<file path="config.mk">
export PLATFORM = sky130hd
export DESIGN_NAME = efh_irq_top
export DESIGN_NICKNAME = d
export VERILOG_FILES = /design/src/design/efh_pkg.sv /design/src/design/efh_event_latch.sv /design/src/design/efh_frame_loss.sv /design/src/design/efh_irq_top.sv
export SDC_FILE = /design/constraint.sdc
export NUM_CORES = 1
export LEC_CHECK = 0
export ABC_AREA = 1
export BUFFER_PORTS_ARGS = -buffer_cell sky130_fd_sc_hd__buf_2
export CAP_MARGIN = 20
export CORE_MARGIN = 5
export CORE_UTILIZATION = 55
export CTS_BUF_LIST = sky130_fd_sc_hd__clkbuf_8
export DETAILED_ROUTE_END_ITERATION = 8
export PLACE_DENSITY = 0.95
export SLEW_MARGIN = 10
export SYNTH_ARGS = -nofsm -noshare
export SYNTH_HDL_FRONTEND = slang
export SYNTH_SLANG_ARGS = --single-unit
</file>
<file path="constraint.sdc">
create_clock -name core_clk_in -period 4.5 [get_ports core_clk_in]
set_clock_uncertainty 0.1 [all_clocks]
set_input_delay 0.675 -clock core_clk_in [delete_from_list [all_inputs] [get_ports core_clk_in]]
set_output_delay 0.675 -clock core_clk_in [all_outputs]
set_load 0.01 [all_outputs]
</file>
<file path="src/design/efh_pkg.sv">
// Constants shared by the framer and data-link event logic.
package efh_pkg;

	// Register byte addresses on the APB bus.
	localparam logic [15:0] FRAMER_STATUS_ADDR = 16'h0B04;
	localparam logic [15:0] FRAMER_MASK_ADDR   = 16'h0B10;
	localparam logic [15:0] LINK1_STATUS_ADDR  = 16'h0B14;
	localparam logic [15:0] LINK1_MASK_ADDR    = 16'h0B18;
	localparam logic [15:0] FRAMER_CTRL_ADDR   = 16'h0B1C;
	localparam int          ADDR_W             = 16;
	localparam int          WORD_LSB           = 2;

	// Framer event bit positions, shared by status and enable.
	localparam int FR_EVENTS     = 4;
	localparam int FR_LOSS_BIT   = 3;
	localparam int FR_MIMIC_BIT  = 2;
	localparam int FR_CRC4_BIT   = 1;
	localparam int FR_ALIGN_BIT  = 0;

	// Data-link status bit positions.
	localparam int LK_EVENTS     = 7;
	localparam int LK_KIND_BIT   = 7;
	localparam int LK_TX_ST_BIT  = 6;
	localparam int LK_RX_ST_BIT  = 5;
	localparam int LK_TX_END_BIT = 4;
	localparam int LK_RX_END_BIT = 3;
	localparam int LK_FCS_BIT    = 2;
	localparam int LK_ABORT_BIT  = 1;
	localparam int LK_IDLE_BIT   = 0;
	localparam int LK_MASK_MSB   = 6;
	localparam int LK_MASK_LSB   = 3;
	localparam int LK_MASK_W     = 4;

	// Reset values.
	localparam logic [3:0] FR_MASK_RESET  = 4'h0;
	localparam logic [3:0] LK_MASK_RESET  = 4'h0;
	localparam logic [2:0] CRITERIA_RESET = 3'h3;
	localparam int         CRIT_W         = 3;
	localparam int         CRIT_LSB       = 0;

	// Data-link channel patterns.
	localparam logic [7:0] FLAG_OCTET     = 8'h7E;
	localparam logic [2:0] ABORT_RUN_LAST = 3'h6;
	localparam logic [2:0] ABORT_RUN_MAX  = 3'h7;

	typedef enum logic {
		EFH_IN_FRAME,
		EFH_OUT_OF_FRAME
	} efh_align_state_type;

endpackage : efh_pkg

</file>
<file path="src/design/efh_event_latch.sv">
// Bank of sticky event bits that clear when their register is read.
`timescale 1ns/10ps
module efh_event_latch #(
	parameter int WIDTH = 4
) (
	input  wire logic             core_clk_in,
	input  wire logic             rst_n_in,
	input  wire logic [WIDTH-1:0] event_in,
	input  wire logic             read_clear_in,
	output logic      [WIDTH-1:0] status_out
);

	////////////////////////////////////////////////////////////////////
	// An event in the clearing cycle survives, so a read never hides it.
	genvar i;
	generate
		for (i = 0; i < WIDTH; i++) begin : g_bit
			always_ff @(posedge core_clk_in or negedge rst_n_in) begin
				if (!rst_n_in) begin
					status_out[i] <= 1'b0;
				end else if (event_in[i]) begin
					status_out[i] <= 1'b1;
				end else if (read_clear_in) begin
					status_out[i] <= 1'b0;
				end
			end
		end
	endgenerate

endmodule : efh_event_latch

</file>
<file path="src/design/efh_frame_loss.sv">
// Out-of-frame defect tracker driven by frame alignment checks.
`timescale 1ns/10ps
module efh_frame_loss (
	input  wire logic       core_clk_in,
	input  wire logic       rst_n_in,
	input  wire logic       fas_checked_in,
	input  wire logic       fas_errored_in,
	input  wire logic [2:0] criteria_in,
	output logic            defect_out,
	output logic            change_out
);

	efh_pkg::efh_align_state_type state_reg;
	efh_pkg::efh_align_state_type state_next;
	logic [2:0]                   err_cnt_reg;
	logic [2:0]                   err_cnt_next;
	logic                         change_next;
	logic [3:0]                   err_run;

	assign err_run = {1'b0, err_cnt_reg} + 4'h1;

	////////////////////////////////////////////////////////////////////
	// A criteria of zero declares on the first errored pattern.
	always_comb begin
		state_next   = state_reg;
		err_cnt_next = err_cnt_reg;
		change_next  = 1'b0;
		case (state_reg)
			efh_pkg::EFH_IN_FRAME: begin
				if (fas_checked_in && fas_errored_in) begin
					if (err_run >= {1'b0, criteria_in}) begin
						state_next   = efh_pkg::EFH_OUT_OF_FRAME;
						err_cnt_next = 3'h0;
						change_next  = 1'b1;
					end else begin
						err_cnt_next = err_run[2:0];
					end
				end else if (fas_checked_in) begin
					err_cnt_next = 3'h0;
				end
			end
			efh_pkg::EFH_OUT_OF_FRAME: begin
				if (fas_checked_in && !fas_errored_in) begin
					state_next  = efh_pkg::EFH_IN_FRAME;
					change_next = 1'b1;
				end
			end
			default: begin
				state_next = efh_pkg::EFH_IN_FRAME;
			end
		endcase
	end

	always_ff @(posedge core_clk_in or negedge rst_n_in) begin
		if (!rst_n_in) begin
			state_reg   <= efh_pkg::EFH_IN_FRAME;
			err_cnt_reg <= 3'h0;
			change_out  <= 1'b0;
			defect_out  <= 1'b0;
		end else begin
			state_reg   <= state_next;
			err_cnt_reg <= err_cnt_next;
			change_out  <= change_next;
			defect_out  <= (state_next == efh_pkg::EFH_OUT_OF_FRAME);
		end
	end

endmodule : efh_frame_loss

</file>
<file path="src/design/efh_irq_top.sv">
// Framer and data-link event status, enables and interrupt request.
//
// Summary of operation
// - Frame-loss change interrupt fires when the defect is declared and cleared.
// - Frame-mimic detection raises an interrupt when enabled.
// - A CRC-4 mismatch in a sub-multiframe raises an interrupt when enabled.
// - Errored alignment bits interrupt; this does not imply loss of sync.
// - Framer enable bits are read/write, 1 allows, 0 suppresses, reset 0.
// - Message kind bit reads 0 for bit-oriented, 1 for message-oriented.
// - Data-link event bits latch at 1 and clear after being read.
// - Transmit-start bit sets when the transmitter begins a message.
// - Receive-start bit sets when the receiver begins a message.
// - Transmit-end bit sets when the transmitter finishes a message.
// - Receive-end bit sets on a complete message or a full buffer.
// - FCS error bit sets when the last received message fails its check.
// - Abort bit sets on seven consecutive ones in the link channel.
// - Idle bit sets on a flag octet in the link channel.
// - Link enables: bits 6 to 3 read/write, bit 7 reserved.
// - Framer events latch at their enable positions and clear on read.
// - Frame loss is declared after a programmed run of errored patterns.
`timescale 1ns/10ps
module efh_irq_top (
	input  wire logic        core_clk_in,
	input  wire logic        rst_n_in,
	input  wire logic [15:0] paddr_in,
	input  wire logic        psel_in,
	input  wire logic        penable_in,
	input  wire logic        pwrite_in,
	input  wire logic [31:0] pwdata_in,
	input  wire logic [3:0]  pstrb_in,
	output logic      [31:0] prdata_out,
	output logic             pready_out,
	output logic             pslverr_out,
	input  wire logic        fas_checked_in,
	input  wire logic        fas_errored_in,
	input  wire logic        frame_mimic_in,
	input  wire logic        crc4_error_in,
	input  wire logic        tx_message_started_in,
	input  wire logic        rx_message_started_in,
	input  wire logic        tx_message_finished_in,
	input  wire logic        rx_message_finished_in,
	input  wire logic        rx_buffer_full_in,
	input  wire logic        fcs_error_in,
	input  wire logic        link_message_kind_in,
	input  wire logic        link_bit_valid_in,
	input  wire logic        link_bit_in,
	output logic             frame_loss_defect_out,
	output logic             irq_out
);

	////////////////////////////////////////////////////////////////////
	// Declarations.

	localparam int FRN = efh_pkg::FR_EVENTS;
	localparam int LKN = efh_pkg::LK_EVENTS;
	localparam int MSB = efh_pkg::LK_MASK_MSB;
	localparam int LSB = efh_pkg::LK_MASK_LSB;
	localparam int CW  = efh_pkg::CRIT_W;
	localparam int CL  = efh_pkg::CRIT_LSB;
	localparam int ADDR_W = efh_pkg::ADDR_W - efh_pkg::WORD_LSB;

	logic [FRN-1:0]     fr_mask_reg;
	logic [MSB:LSB]     lk_mask_reg;
	logic [CW-1:0]      criteria_reg;
	logic               kind_reg;
	logic [FRN-1:0]     fr_status;
	logic [LKN-1:0]     lk_status;
	logic [FRN-1:0]     fr_event;
	logic [LKN-1:0]     lk_event;
	logic               loss_change;
	logic               loss_defect;
	logic [7:0]         shift_reg;
	logic [7:0]         shift_next;
	logic [2:0]         ones_reg;
	logic [2:0]         ones_next;
	logic               abort_seen;
	logic               flag_seen;
	logic               access;
	logic               first_access;
	logic               write_done;
	logic [ADDR_W-1:0]  word_addr;
	logic               hit_fr_status;
	logic               hit_fr_mask;
	logic               hit_lk_status;
	logic               hit_lk_mask;
	logic               hit_ctrl;
	logic               mapped;
	logic [31:0]        rd_data;
	logic               clr_fr;
	logic               clr_lk;
	logic               irq_next;

	////////////////////////////////////////////////////////////////////
	// APB decode. The slave inserts one wait state so that read data,
	// the error flag and the ready strobe all leave from flip-flops.
	// Each register is one byte alone in its word.
	// The framer status is sticky and a read clears it.
	// The framer enables sit in bits 3 to 0.
	// The link status has the kind in bit 7, events below.
	// The link enables sit in bits 6 to 3.
	// The criteria field sits in bits 2 to 0.
	// Writes to a status register are ignored.
	// Only an unmapped address answers with an error.

	assign access       = psel_in && penable_in;
	assign first_access = access && !pready_out;
	assign write_done   = access && pready_out && pwrite_in && pstrb_in[0];
	assign word_addr    = paddr_in[efh_pkg::ADDR_W-1:efh_pkg::WORD_LSB];

	assign hit_fr_status = word_addr ==
		efh_pkg::FRAMER_STATUS_ADDR[efh_pkg::ADDR_W-1:efh_pkg::WORD_LSB];
	assign hit_fr_mask = word_addr ==
		efh_pkg::FRAMER_MASK_ADDR[efh_pkg::ADDR_W-1:efh_pkg::WORD_LSB];
	assign hit_lk_status = word_addr ==
		efh_pkg::LINK1_STATUS_ADDR[efh_pkg::ADDR_W-1:efh_pkg::WORD_LSB];
	assign hit_lk_mask = word_addr ==
		efh_pkg::LINK1_MASK_ADDR[efh_pkg::ADDR_W-1:efh_pkg::WORD_LSB];
	assign hit_ctrl = word_addr ==
		efh_pkg::FRAMER_CTRL_ADDR[efh_pkg::ADDR_W-1:efh_pkg::WORD_LSB];

	assign mapped = hit_fr_status || hit_fr_mask || hit_lk_status ||
		hit_lk_mask || hit_ctrl;

	// Status clears at the same edge that captures read data, so an event
	// arriving later is kept for the next read rather than lost.
	assign clr_fr = first_access && !pwrite_in && hit_fr_status;
	assign clr_lk = first_access && !pwrite_in && hit_lk_status;

	////////////////////////////////////////////////////////////////////
	// Read data. Reserved and unused bits read as zero.
	// Read data is held until the next read, so a
	// late look at it still sees the same value.

	always_comb begin
		rd_data = 32'h0000_0000;
		if (hit_fr_status) begin
			rd_data[FRN-1:0] = fr_status;
		end else if (hit_fr_mask) begin
			rd_data[FRN-1:0] = fr_mask_reg;
		end else if (hit_lk_status) begin
			rd_data[LKN-1:0] = lk_status;
			rd_data[efh_pkg::LK_KIND_BIT] = kind_reg;
		end else if (hit_lk_mask) begin
			rd_data[MSB:LSB] = lk_mask_reg;
		end else if (hit_ctrl) begin
			rd_data[CL+CW-1:CL] = criteria_reg;
		end
	end

	always_ff @(posedge core_clk_in or negedge rst_n_in) begin
		if (!rst_n_in) begin
			pready_out  <= 1'b0;
			pslverr_out <= 1'b0;
			prdata_out  <= 32'h0000_0000;
		end else begin
			// An unmapped access still ends after one wait
			// state, so a wrong address cannot stall the bus.
			pready_out  <= first_access;
			pslverr_out <= first_access && !mapped;
			if (first_access && !pwrite_in) begin
				prdata_out <= rd_data;
			end
		end
	end

	////////////////////////////////////////////////////////////////////
	// Software-written registers. A write lands at the completing edge.
	// Only byte lane 0 carries register bits, so a
	// write with its strobe low is dropped quietly.

	always_ff @(posedge core_clk_in or negedge rst_n_in) begin
		if (!rst_n_in) begin
			fr_mask_reg <= efh_pkg::FR_MASK_RESET;
		end else if (write_done && hit_fr_mask) begin
			fr_mask_reg <= pwdata_in[FRN-1:0];
		end
	end

	always_ff @(posedge core_clk_in or negedge rst_n_in) begin
		if (!rst_n_in) begin
			lk_mask_reg <= efh_pkg::LK_MASK_RESET;
		end else if (write_done && hit_lk_mask) begin
			lk_mask_reg <= pwdata_in[MSB:LSB];
		end
	end

	always_ff @(posedge core_clk_in or negedge rst_n_in) begin
		if (!rst_n_in) begin
			criteria_reg <= efh_pkg::CRITERIA_RESET;
		end else if (write_done && hit_ctrl) begin
			criteria_reg <= pwdata_in[CL+CW-1:CL];
		end
	end

	////////////////////////////////////////////////////////////////////
	// Message kind follows the receiver; a plain status, not sticky.
	// It describes the latest message received, so
	// latching it would report a stale kind.

	always_ff @(posedge core_clk_in or negedge rst_n_in) begin
		if (!rst_n_in) begin
			kind_reg <= 1'b0;
		end else begin
			kind_reg <= link_message_kind_in;
		end
	end

	////////////////////////////////////////////////////////////////////
	// Data-link channel watcher for abort runs and flag octets.
	// Only valid bits move the watcher, so gaps in
	// the channel neither break a run nor a flag.
	// The run count saturates, so a long run of ones
	// cannot wrap and report a second abort.

	assign shift_next = {shift_reg[6:0], link_bit_in};

	always_comb begin
		ones_next = 3'h0;
		if (link_bit_in) begin
			if (ones_reg == efh_pkg::ABORT_RUN_MAX) begin
				ones_next = efh_pkg::ABORT_RUN_MAX;
			end else begin
				ones_next = ones_reg + 3'h1;
			end
		end
	end

	// The abort fires once, as the seventh one arrives; a longer run of
	// ones is a single abort, not one per bit.
	assign abort_seen = link_bit_valid_in && link_bit_in &&
		(ones_reg == efh_pkg::ABORT_RUN_LAST);
	assign flag_seen = link_bit_valid_in &&
		(shift_next == efh_pkg::FLAG_OCTET);

	always_ff @(posedge core_clk_in or negedge rst_n_in) begin
		if (!rst_n_in) begin
			shift_reg <= 8'h00;
			ones_reg  <= 3'h0;
		end else if (link_bit_valid_in) begin
			shift_reg <= shift_next;
			ones_reg  <= ones_next;
		end
	end

	////////////////////////////////////////////////////////////////////
	// Frame-loss tracking.
	// A new criteria value applies at once, also to
	// a run of errored patterns already counted.

	efh_frame_loss u_frame_loss (
		.core_clk_in    (core_clk_in),
		.rst_n_in       (rst_n_in),
		.fas_checked_in (fas_checked_in),
		.fas_errored_in (fas_errored_in),
		.criteria_in    (criteria_reg),
		.defect_out     (loss_defect),
		.change_out     (loss_change)
	);

	always_ff @(posedge core_clk_in or negedge rst_n_in) begin
		if (!rst_n_in) begin
			frame_loss_defect_out <= 1'b0;
		end else begin
			// Registered again so the defect leaves from a
			// flip-flop; it lags the tracker by one cycle.
			frame_loss_defect_out <= loss_defect;
		end
	end

	////////////////////////////////////////////////////////////////////
	// Event collection. Enables play no part here, so polling works.
	// Each latch lets an event beat a read clear, so
	// an event in the clearing cycle is not lost.
	// Receive-end is set alike by a full message and
	// a full buffer; no status bit tells them apart.

	always_comb begin
		fr_event = '0;
		fr_event[efh_pkg::FR_LOSS_BIT]  = loss_change;
		fr_event[efh_pkg::FR_MIMIC_BIT] = frame_mimic_in;
		fr_event[efh_pkg::FR_CRC4_BIT]  = crc4_error_in;
		// A single errored alignment bit moves the defect state only at a criteria of 0 or 1.
		fr_event[efh_pkg::FR_ALIGN_BIT] =
			fas_checked_in && fas_errored_in;
	end

	always_comb begin
		lk_event = '0;
		lk_event[efh_pkg::LK_TX_ST_BIT]  = tx_message_started_in;
		lk_event[efh_pkg::LK_RX_ST_BIT]  = rx_message_started_in;
		lk_event[efh_pkg::LK_TX_END_BIT] = tx_message_finished_in;
		lk_event[efh_pkg::LK_RX_END_BIT] =
			rx_message_finished_in || rx_buffer_full_in;
		lk_event[efh_pkg::LK_FCS_BIT]    = fcs_error_in;
		lk_event[efh_pkg::LK_ABORT_BIT]  = abort_seen;
		lk_event[efh_pkg::LK_IDLE_BIT]   = flag_seen;
	end

	efh_event_latch #(
		.WIDTH (FRN)
	) u_framer_status (
		.core_clk_in   (core_clk_in),
		.rst_n_in      (rst_n_in),
		.event_in      (fr_event),
		.read_clear_in (clr_fr),
		.status_out    (fr_status)
	);

	efh_event_latch #(
		.WIDTH (LKN)
	) u_link_status (
		.core_clk_in   (core_clk_in),
		.rst_n_in      (rst_n_in),
		.event_in      (lk_event),
		.read_clear_in (clr_lk),
		.status_out    (lk_status)
	);

	////////////////////////////////////////////////////////////////////
	// Interrupt request. Only the link events that have an enable can
	// interrupt; FCS, abort and idle are visible by polling alone.
	// The request drops only when software reads the
	// status or clears the enable behind it.

	assign irq_next = (|(fr_status & fr_mask_reg)) ||
		(|(lk_status[MSB:LSB] & lk_mask_reg));

	always_ff @(posedge core_clk_in or negedge rst_n_in) begin
		if (!rst_n_in) begin
			irq_out <= 1'b0;
		end else begin
			irq_out <= irq_next;
		end
	end

endmodule : efh_irq_top

</file>
**Word-level counts from Yosys, hierarchy flattened**

Index checks and enable logic that the tools add are counted.

- Logic and storage cells: 114
- Flip-flop bits (word level): 50
- Output and inout port bits: 36

- Multiplexer cells: 33
- $add $sub $neg: 2
- Equality and inequality tests: 8
- Reductions and logical operators: 42
- Order comparisons: 1
- Bitwise operators: 3

Operator list:

| kind | number |
|---|---|
| 14-bit by 10-bit == test with 1-bit output (second input constant) | 5 |
| 2-bit nonzero test | 12 |
| 3-bit two-way mux | 7 |
| 4-bit two-way mux | 5 |
| 1-bit two-way mux | 18 |
| 1-bit logical AND | 17 |
| 4-bit bitwise AND | 2 |
| 8-bit by 7-bit == test with 1-bit output (second input constant) | 1 |
| 4-bit OR reduction | 2 |
| 7-bit two-way mux | 1 |
| 3-bit == test (second input constant) | 2 |
| 1-bit logical OR | 6 |
| 3-bit by 1-bit adder with 4-bit output (second input constant) | 1 |
| 4-bit by 3-bit >= comparator with 1-bit output | 1 |
| 1-bit zero test | 4 |
| 1-bit one-hot mux with 2 select lines | 2 |
| 3-bit by 1-bit adder with 3-bit output (second input constant) | 1 |
| 2-bit AND reduction | 1 |
| 1-bit inverter | 1 |

**Longest topological paths before layout**

Gate-level depths: netlist (run 1).

- Word-level depth: 7
- Gate-level depth with buffers: 10
- Depth with buffers taken out: 10

**Hierarchy**

Synthesis (run 1) repeated with hierarchy kept, for this count alone.

- Cells, all modules: 379
- Area, all modules: 2810.2 um2

By module, submodules not included:

| module | cells each | seq. area each (um2) | times used | area each (um2) |
|---|---|---|---|---|
| efh_irq_top | 285 | 853.3 | 1 | 2058.2 |
| efh_frame_loss | 48 | 125.1 | 1 | 345.3 |
| efh_event_latch at u_link_status | 29 | 175.2 | 1 | 257.7 |
| efh_event_latch at u_framer_status | 17 | 100.1 | 1 | 148.9 |

**Worst setup path after synthesis (run 1)**

Ideal clock, no wire load.

- Path type: input-to-reg
- Start: in paddr_in[13]
- End: reg u_link_status.status_out[2]
- Stages: 7
- Setup time: 118 ps
- Path slack: 2828 ps
- Arrival: 1454 ps
- Required time: 4282 ps
- Path buffers: 0
- Path through: nor2_2 nand2_2 nor2_8 nand2_4 nor2_8 inv_2 a21o_1

- Cells in the longest elaborated chain, start to end: 3

RTL lines:

| item | line | text |
|---|---|---|
| from (decl) | efh_irq_top.sv:25 | `input wire logic [15:0] paddr_in,` |
| 14-bit by 10-bit == test with 1-bit output | efh_irq_top.sv:114 | `assign hit_lk_status = word_addr ==` |
| 1-bit logical AND | efh_irq_top.sv:127 | `assign clr_lk = first_access && !pwrite_in && hit_lk_status;` |
| 2-bit nonzero test (no line) | -- |  |
| to (signal, indexed assignment) | efh_event_latch.sv:20 | `status_out[i] <= 1'b0;` |
| to (signal, indexed assignment) | efh_event_latch.sv:22 | `status_out[i] <= 1'b1;` |
| to (signal, indexed assignment) | efh_event_latch.sv:24 | `status_out[i] <= 1'b0;` |
| to (decl) | efh_event_latch.sv:10 | `output logic [WIDTH-1:0] status_out` |

No other way between the ends.
A chain may end at the register's enable or synchronous reset.

**Worst setup path after layout (run 1)**

- Start: reg u_frame_loss.err_cnt_reg[0]
- End: reg u_frame_loss.err_cnt_reg[2]

- Cells in the longest elaborated chain, start to end: 4

RTL lines:

| item | line | text |
|---|---|---|
| from (decl) | efh_frame_loss.sv:15 | `logic [2:0] err_cnt_reg;` |
| from (signal assigned) | efh_frame_loss.sv:62 | `err_cnt_reg <= err_cnt_next;` |
| 3-bit by 1-bit adder with 4-bit output * | efh_frame_loss.sv:20 | `assign err_run = {1'b0, err_cnt_reg} + 4'h1;` |
| 4-bit by 3-bit >= comparator with 1-bit output | efh_frame_loss.sv:31 | `if (err_run >= {1'b0, criteria_in}) begin` |
| 3-bit two-way mux * | efh_frame_loss.sv:31 |  |
| 3-bit two-way mux * | efh_frame_loss.sv:30 | `if (fas_checked_in && fas_errored_in) begin` |

Mark *: on every way between the ends. The rest lies on a longest branch, timed or not.

==> impl_metrics.yaml, run 1 <==
run_status:
  status: "finished clean"
setup_path:
  endpoint: "u_frame_loss.err_cnt_reg[2]"
  r2r_cells: 7
  start_kind: "flip-flop"
  critical_path_class: "flip-flop to flip-flop"
  cp.arrival_ns: 2.00
  cp-end-kind: "flip-flop"
  rr_startpoint: "u_frame_loss.err_cnt_reg[0]"
  setup.worst_path.start: "u_frame_loss.err_cnt_reg[0]"
  critPathMaxFanout: 5
  reg2reg_to: "u_frame_loss.err_cnt_reg[2]"
  r2r_slack_ns: 2.59
  crit_required_ns: 4.59
timing:
  hold_viol: 0
  tightest_slew_ns: 0.606
  post-route-period-util_pct: 42.4
  hold-worst-slack_ns: 0.283
  layout_setup_ws_ns: 2.59
  fmax_mhz: 524
  setup_violations: 0
  fin_setup_tns_ns: 0
  final_max_slew_viol_count: 0
  grt_setup_unrepaired: "false"
  relSlewSlack_pct: 59.6
  period_minus_slack_ns: 1.91
clock_tree:
  cts_buffer_depth: 2
  cts_tree: "built"
  htree_levels: 2
  cts_inserted_buffers: 5
  cts_setup_buffers: 0
  cts_sinks: 50
  ctsHoldBuffers: 0
  ctsResizeCount: 0
  clk_latency_ns: 0.29
  path_clk_slew_ns: 0.08
  root_buffer: "clkbuf_8"
routing:
  routed_wl_mm: 5.41
  wire_per_inst_um: 11.6
  firstDrtPassIters: 4
  vias_per_cell: 4.82
  drc: 0
  ant_nets: 0
  vias: 2249
  drtIter0Drc: 172
yosys:
  synth_edf_count: 0
  yosys.cell_types.count: 30
  synth_area_per_cell_um2: 8.00
  synth_top_area_share_pct: 43.8
  synth-main-ff-cell: "dfrtp_1"
  synth-seq-cells: 50
  yosysWarnings: 0
  yosys-top-cells-area: "dfrtp_1 44%, nand2_1 14%, buf_4 6.6%"
  synthesis.area_um2: 2740
  ys_async_sr_fraction_pct: 100
  synth_seq_area_share_pct: 45.7
  synth_top_cell_by_area: "dfrtp_1"
  synthCells: 343
place:
  finalWeightedCongestion: 0.951
  place_area_um2: 2980
  place_ws_ns: 2.55
  io_buffers: 51
  place_hpwl_mm: 4.22
  dpl.cell_count: 459
global_routing:
  grt_max_degree: 51
  grt_pass1_wl_mm: 9.34
  use_met3_pct: 3.92
  grt_pass1_vias: 2229
  grtUsageMet1_pct: 22.7
  overflow: 0
  antenna_found_initial: 0
  use_met2_pct: 30.4
  grt.total_usage_pct: 18.4
  busiest_layer: "met2"
layout:
  n_antenna_cell: 0
  fin_cells: 467
  final_cell_mix: "102 x nand2_1, 50 x buf_2, 48 x dfrtp_1, 45 x inv_1, 26 x nor2_1"
  final_util_pct: 64.3
  drive_gt1_share_pct: 21.5
  largest_register_ffs: 8
  fin_nets: 475
  syn_to_final_growth_pct: 12.2
  final_common_cell: "nand2_1"
  final_area_um2: 3080
run:
  maxCapViolations: 0
power:
  leakagePower_nw: 1.73
  finalPower_mw: 0.833
  power_density_nw_per_um2: 271
  ir_drop_mv: 0.197
min_path:
  min-delay-path-class: "input port to async pin"
floorplanning:
  die_w_um: 80.6
  ioPinCount: 106
  initial_core_util_pct: 57.3
  dieArea_um2: 6500
  core_um2: 4790
  die_y_um: 80.6
  row_count: 25
[routing by layer]
layer | wire length [um] | vias up
met4 | 184 | 0
li1 | - | 1128
met3 | 405 | 16
met2 | 2600 | 85
met1 | 2220 | 1020
met5 | 0 | -
[area by class of cell]
cell class	count	area [um2]
fillers	403	1710
flip-flops and latches	50	1250
multi-input cells	243	1210
repair buffers	51	258
inverters	48	180
well taps	67	83.8
clock buffers	6	82.6
clock inverters	2	8.76
[synthesized netlist by cell type, types with 2 or more instances]
master	n
nand2_1	102
dfrtp_1	48
inv_1	44
nor2_1	26
buf_4	24
o21ai_0	24
nand3_1	11
a21oi_1	8
nor2_2	7
ha_1	6
o21bai_1	6
inv_2	4
nand2_2	4
nand4_1	4
nor2_4	4
a21o_1	2
dfstp_2	2
nand3_2	2
nor2_8	2
nor3_1	2
o22ai_1	2
[worst min path at each step]
stage                     slack (ns)                          end  depth (start not counted)
after floorplan                 0.28              criteria_reg[2]                          0
after global placement          0.32        frame_loss_defect_out                          0
after detailed placement        0.34        frame_loss_defect_out                          0
after CTS                       0.35        frame_loss_defect_out                          0
after global routing            0.34  u_frame_loss.err_cnt_reg[2]                          1
final                           0.28  u_frame_loss.err_cnt_reg[2]                          1
[power breakdown]
| group | total (mW) | internal (mW) | switching (mW) |
|---|---|---|---|
| Sequential | 0.481 | 0.469 | 0.0117 |
| Combinational | 0.0926 | 0.0327 | 0.0599 |
| Clock | 0.259 | 0.122 | 0.138 |
| Total | 0.833 | 0.624 | 0.209 |
[logic make-up after synthesis]
| kind of cell | Yosys count | synth area share [%] |
|---|---|---|
| flip-flops | 50 | 45.7 |
| AND/OR/NAND/NOR | 167 | 28.5 |
| XOR/XNOR | 1 | 0.319 |
| adder cells (fa/ha/maj) | 6 | 2.74 |
| AO/OA/AOI/OAI | 45 | 9.31 |
| buffers and inverters | 73 | 13.3 |
| other | 1 | 0.137 |
[critical path, stage by stage, from the launching register on]
cell and delay [ns]:
dfrtp_1 0.43, ha_1 0.33, ha_1 0.27, o21ai_0 0.08
nand2_1 0.07, a21oi_1 0.19, nand2_1 0.13, o21ai_0 0.23
Power figures use the tool's default switching activity.
==> inputs of run 2 (changes only) <==
ABC_AREA = 0   (was 1)
CORE_UTILIZATION = 50   (was 55)
PLACE_DENSITY = 0.9   (was 0.95)
clock period = 1.9 ns   (was 4.5 ns; I/O delays follow)
==> run 2 against run 1 <==
Net effect:
- critical path depth unchanged
- sequential share of layout area up 0.28 points
- power rose to 2.6 times the previous value
- largest cell class unchanged
==> impl_metrics.yaml, run 2 <==
yosys:
  yosysWarnings: 0
  synth_top_cell_by_area: "dfrtp_1"
  synth_edf_count: 0
  synth-main-ff-cell: "dfrtp_1"
  synth_top_area_share_pct: 47.3
  synthTopCellsByCount: "48 x dfrtp_1, 24 x buf_4, 20 x nand2_1, 18 x mux2_2"
  ys_async_sr_fraction_pct: 100
  synth_seq_area_share_pct: 49.4
  synthesis.area_um2: 2540
  synth_area_per_cell_um2: 11.4
  yosysMostFrequentCell: "dfrtp_1"
  synthCells: 223
  yosys.cell_types.count: 46
  yosys-top-cells-area: "dfrtp_1 47%, mux2_2 8.0%, buf_4 7.1%"
  synth-seq-cells: 50
global_routing:
  grt.total_usage_pct: 17.7
  grt_pass1_wl_mm: 8.98
  grt_pass1_vias: 1896
  overflow: 0
  antenna_found_initial: 0
  grt_max_degree: 29
layout:
  final_common_cell: "buf_2"
  fin_nets: 363
  drive_gt1_share_pct: 37.2
  final_util_pct: 61.0
  syn_to_final_growth_pct: 20.5
  fillers: 398
  final_cell_mix: "51 x buf_2, 48 x dfrtp_1, 24 x conb_1, 20 x nand2_1, 18 x mux2_2"
  largest_register_ffs: 8
  fin_cells: 359
setup_path:
  start_kind: "flip-flop"
  crit_required_ns: 2.02
  cp.arrival_ns: 1.98
  critical_path_class: "flip-flop to flip-flop"
  cp-end-kind: "flip-flop"
  critPathMaxFanout: 5
floorplanning:
  die_w_um: 81.2
  die_y_um: 81.2
  core_um2: 5010
  dieArea_um2: 6600
  ioPinCount: 106
  row_count: 26
  initial_core_util_pct: 50.6
clock_tree:
  cts_sinks: 50
  cts_tree: "built"
  cts_inserted_buffers: 5
  htree_levels: 2
  clk_latency_ns: 0.31
  path_clk_slew_ns: 0.09
  cts_buffer_depth: 2
  root_buffer: "clkbuf_8"
routing:
  drtIter0Drc: 140
  drc: 0
  vias_per_cell: 5.28
  firstDrtPassIters: 4
  routed_wl_mm: 5.45
  ant_nets: 0
  wire_per_inst_um: 15.2
  vias: 1895
min_path:
  min-delay-path-class: "input port to flip-flop"
place:
  finalWeightedCongestion: 0.853
  dpl.cell_count: 343
  io_buffers: 51
  place_hpwl_mm: 4.18
timing:
  tightest_slew_ns: 0.540
  post-route-period-util_pct: 97.7
  fmax_mhz: 539
  grt_setup_unrepaired: "true"
  relSlewSlack_pct: 64.0
  period_minus_slack_ns: 1.86
  fin_setup_tns_ns: 0
  setup_violations: 0
  hold_viol: 0
  final_max_slew_viol_count: 0
  hold-worst-slack_ns: 0.0498
power:
  leakagePower_nw: 1.50
  ir_drop_mv: 0.484
  power_density_nw_per_um2: 714
run:
  maxCapViolations: 0
run_status:
  status: "finished clean"
[run 2: worst paths after layout]
kind,start,endpoint,slack (ns),cells past startpoint
hold / removal,rx_message_started_in,u_link_status.status_out[5],0.05,2
max in group asynchronous,rst_n_in,prdata_out[4],0.79,3
min in group asynchronous,rst_n_in,prdata_out[3],0.39,2
hold reg to reg,u_frame_loss.defect_out,frame_loss_defect_out,0.32,0
setup / recovery,u_frame_loss.err_cnt_reg[1],u_frame_loss.change_out,0.04,7
setup reg to reg,u_frame_loss.err_cnt_reg[1],u_frame_loss.change_out,0.04,7
[run 2: repair_timing]
action | in CTS | in global routing
endpoints found under the hold margin | 21 | 0
resized for setup | 6 | 4
hold buffers | 2 | 0
pin swaps | 5 | 3
endpoints found under the setup margin | 5 | 5
setup buffers | 5 | 0
[run 2: through the flow]
| step | power, mW | worst slack [ns] | instance area [um2] |
|---|---|---|---|
| floorplan | 1.36 | 0.0221 | 2620 |
| global placement | 1.42 | -0.0634 | 2820 |
| detailed placement | 1.43 | -0.151 | 2820 |
| CTS | 2.21 | 0.00724 | 3010 |
| global route | 2.28 | -0.0216 | 3050 |
| finish | 2.18 | 0.0439 | 3060 |
[run 2: critical path, stage by stage, from the launching register on]
cell,delay (ns)
dfrtp_1,0.43
ha_4,0.19
xor2_4,0.16
ha_4,0.29
nand2_1,0.07
o21ai_2,0.25
o211ai_1,0.12
a21boi_0,0.17
[run 2: power by group]
part,switching [mW],internal (mW)
Sequential,0.0415,1.13
Combinational,0.134,0.114
Clock,0.367,0.402
Total,0.542,1.64
[run 2: layout make-up]
type,count,area [um2],share of cell area [%]
Antenna cell,1,2.50,0.0819
Tap cell,70,87.6,2.87
Timing Repair Buffer,63,363,11.9
Sequential cell,50,1250,41.0
Multi-Input combinational cell,158,1200,39.3
Inverter,9,33.8,1.11
Clock buffer,5,68.8,2.25
Clock inverter,3,47.5,1.56
[run 2: kinds of logic (layout without fill, tap and decap cells)]
family	count (synthesis)	after routing	share of synthesized area, %
flops	50	50	49.4
fa+ha+maj	6	6	2.96
buf+inv	38	80	9.27
xor+xnor	1	1	0.345
mux	21	21	9.17
other cells	1	25	0.148
compound gates	45	45	12.8
simple gates	61	61	15.9
[run 2: metal layers]
layer	wire, um	GRT usage (%)	part of all wire (%)
met5	0	0	0
met3	351	4.66	6.4
met1	2170	21.4	40
met2	2800	30.0	51
met4	129	7.09	2.4
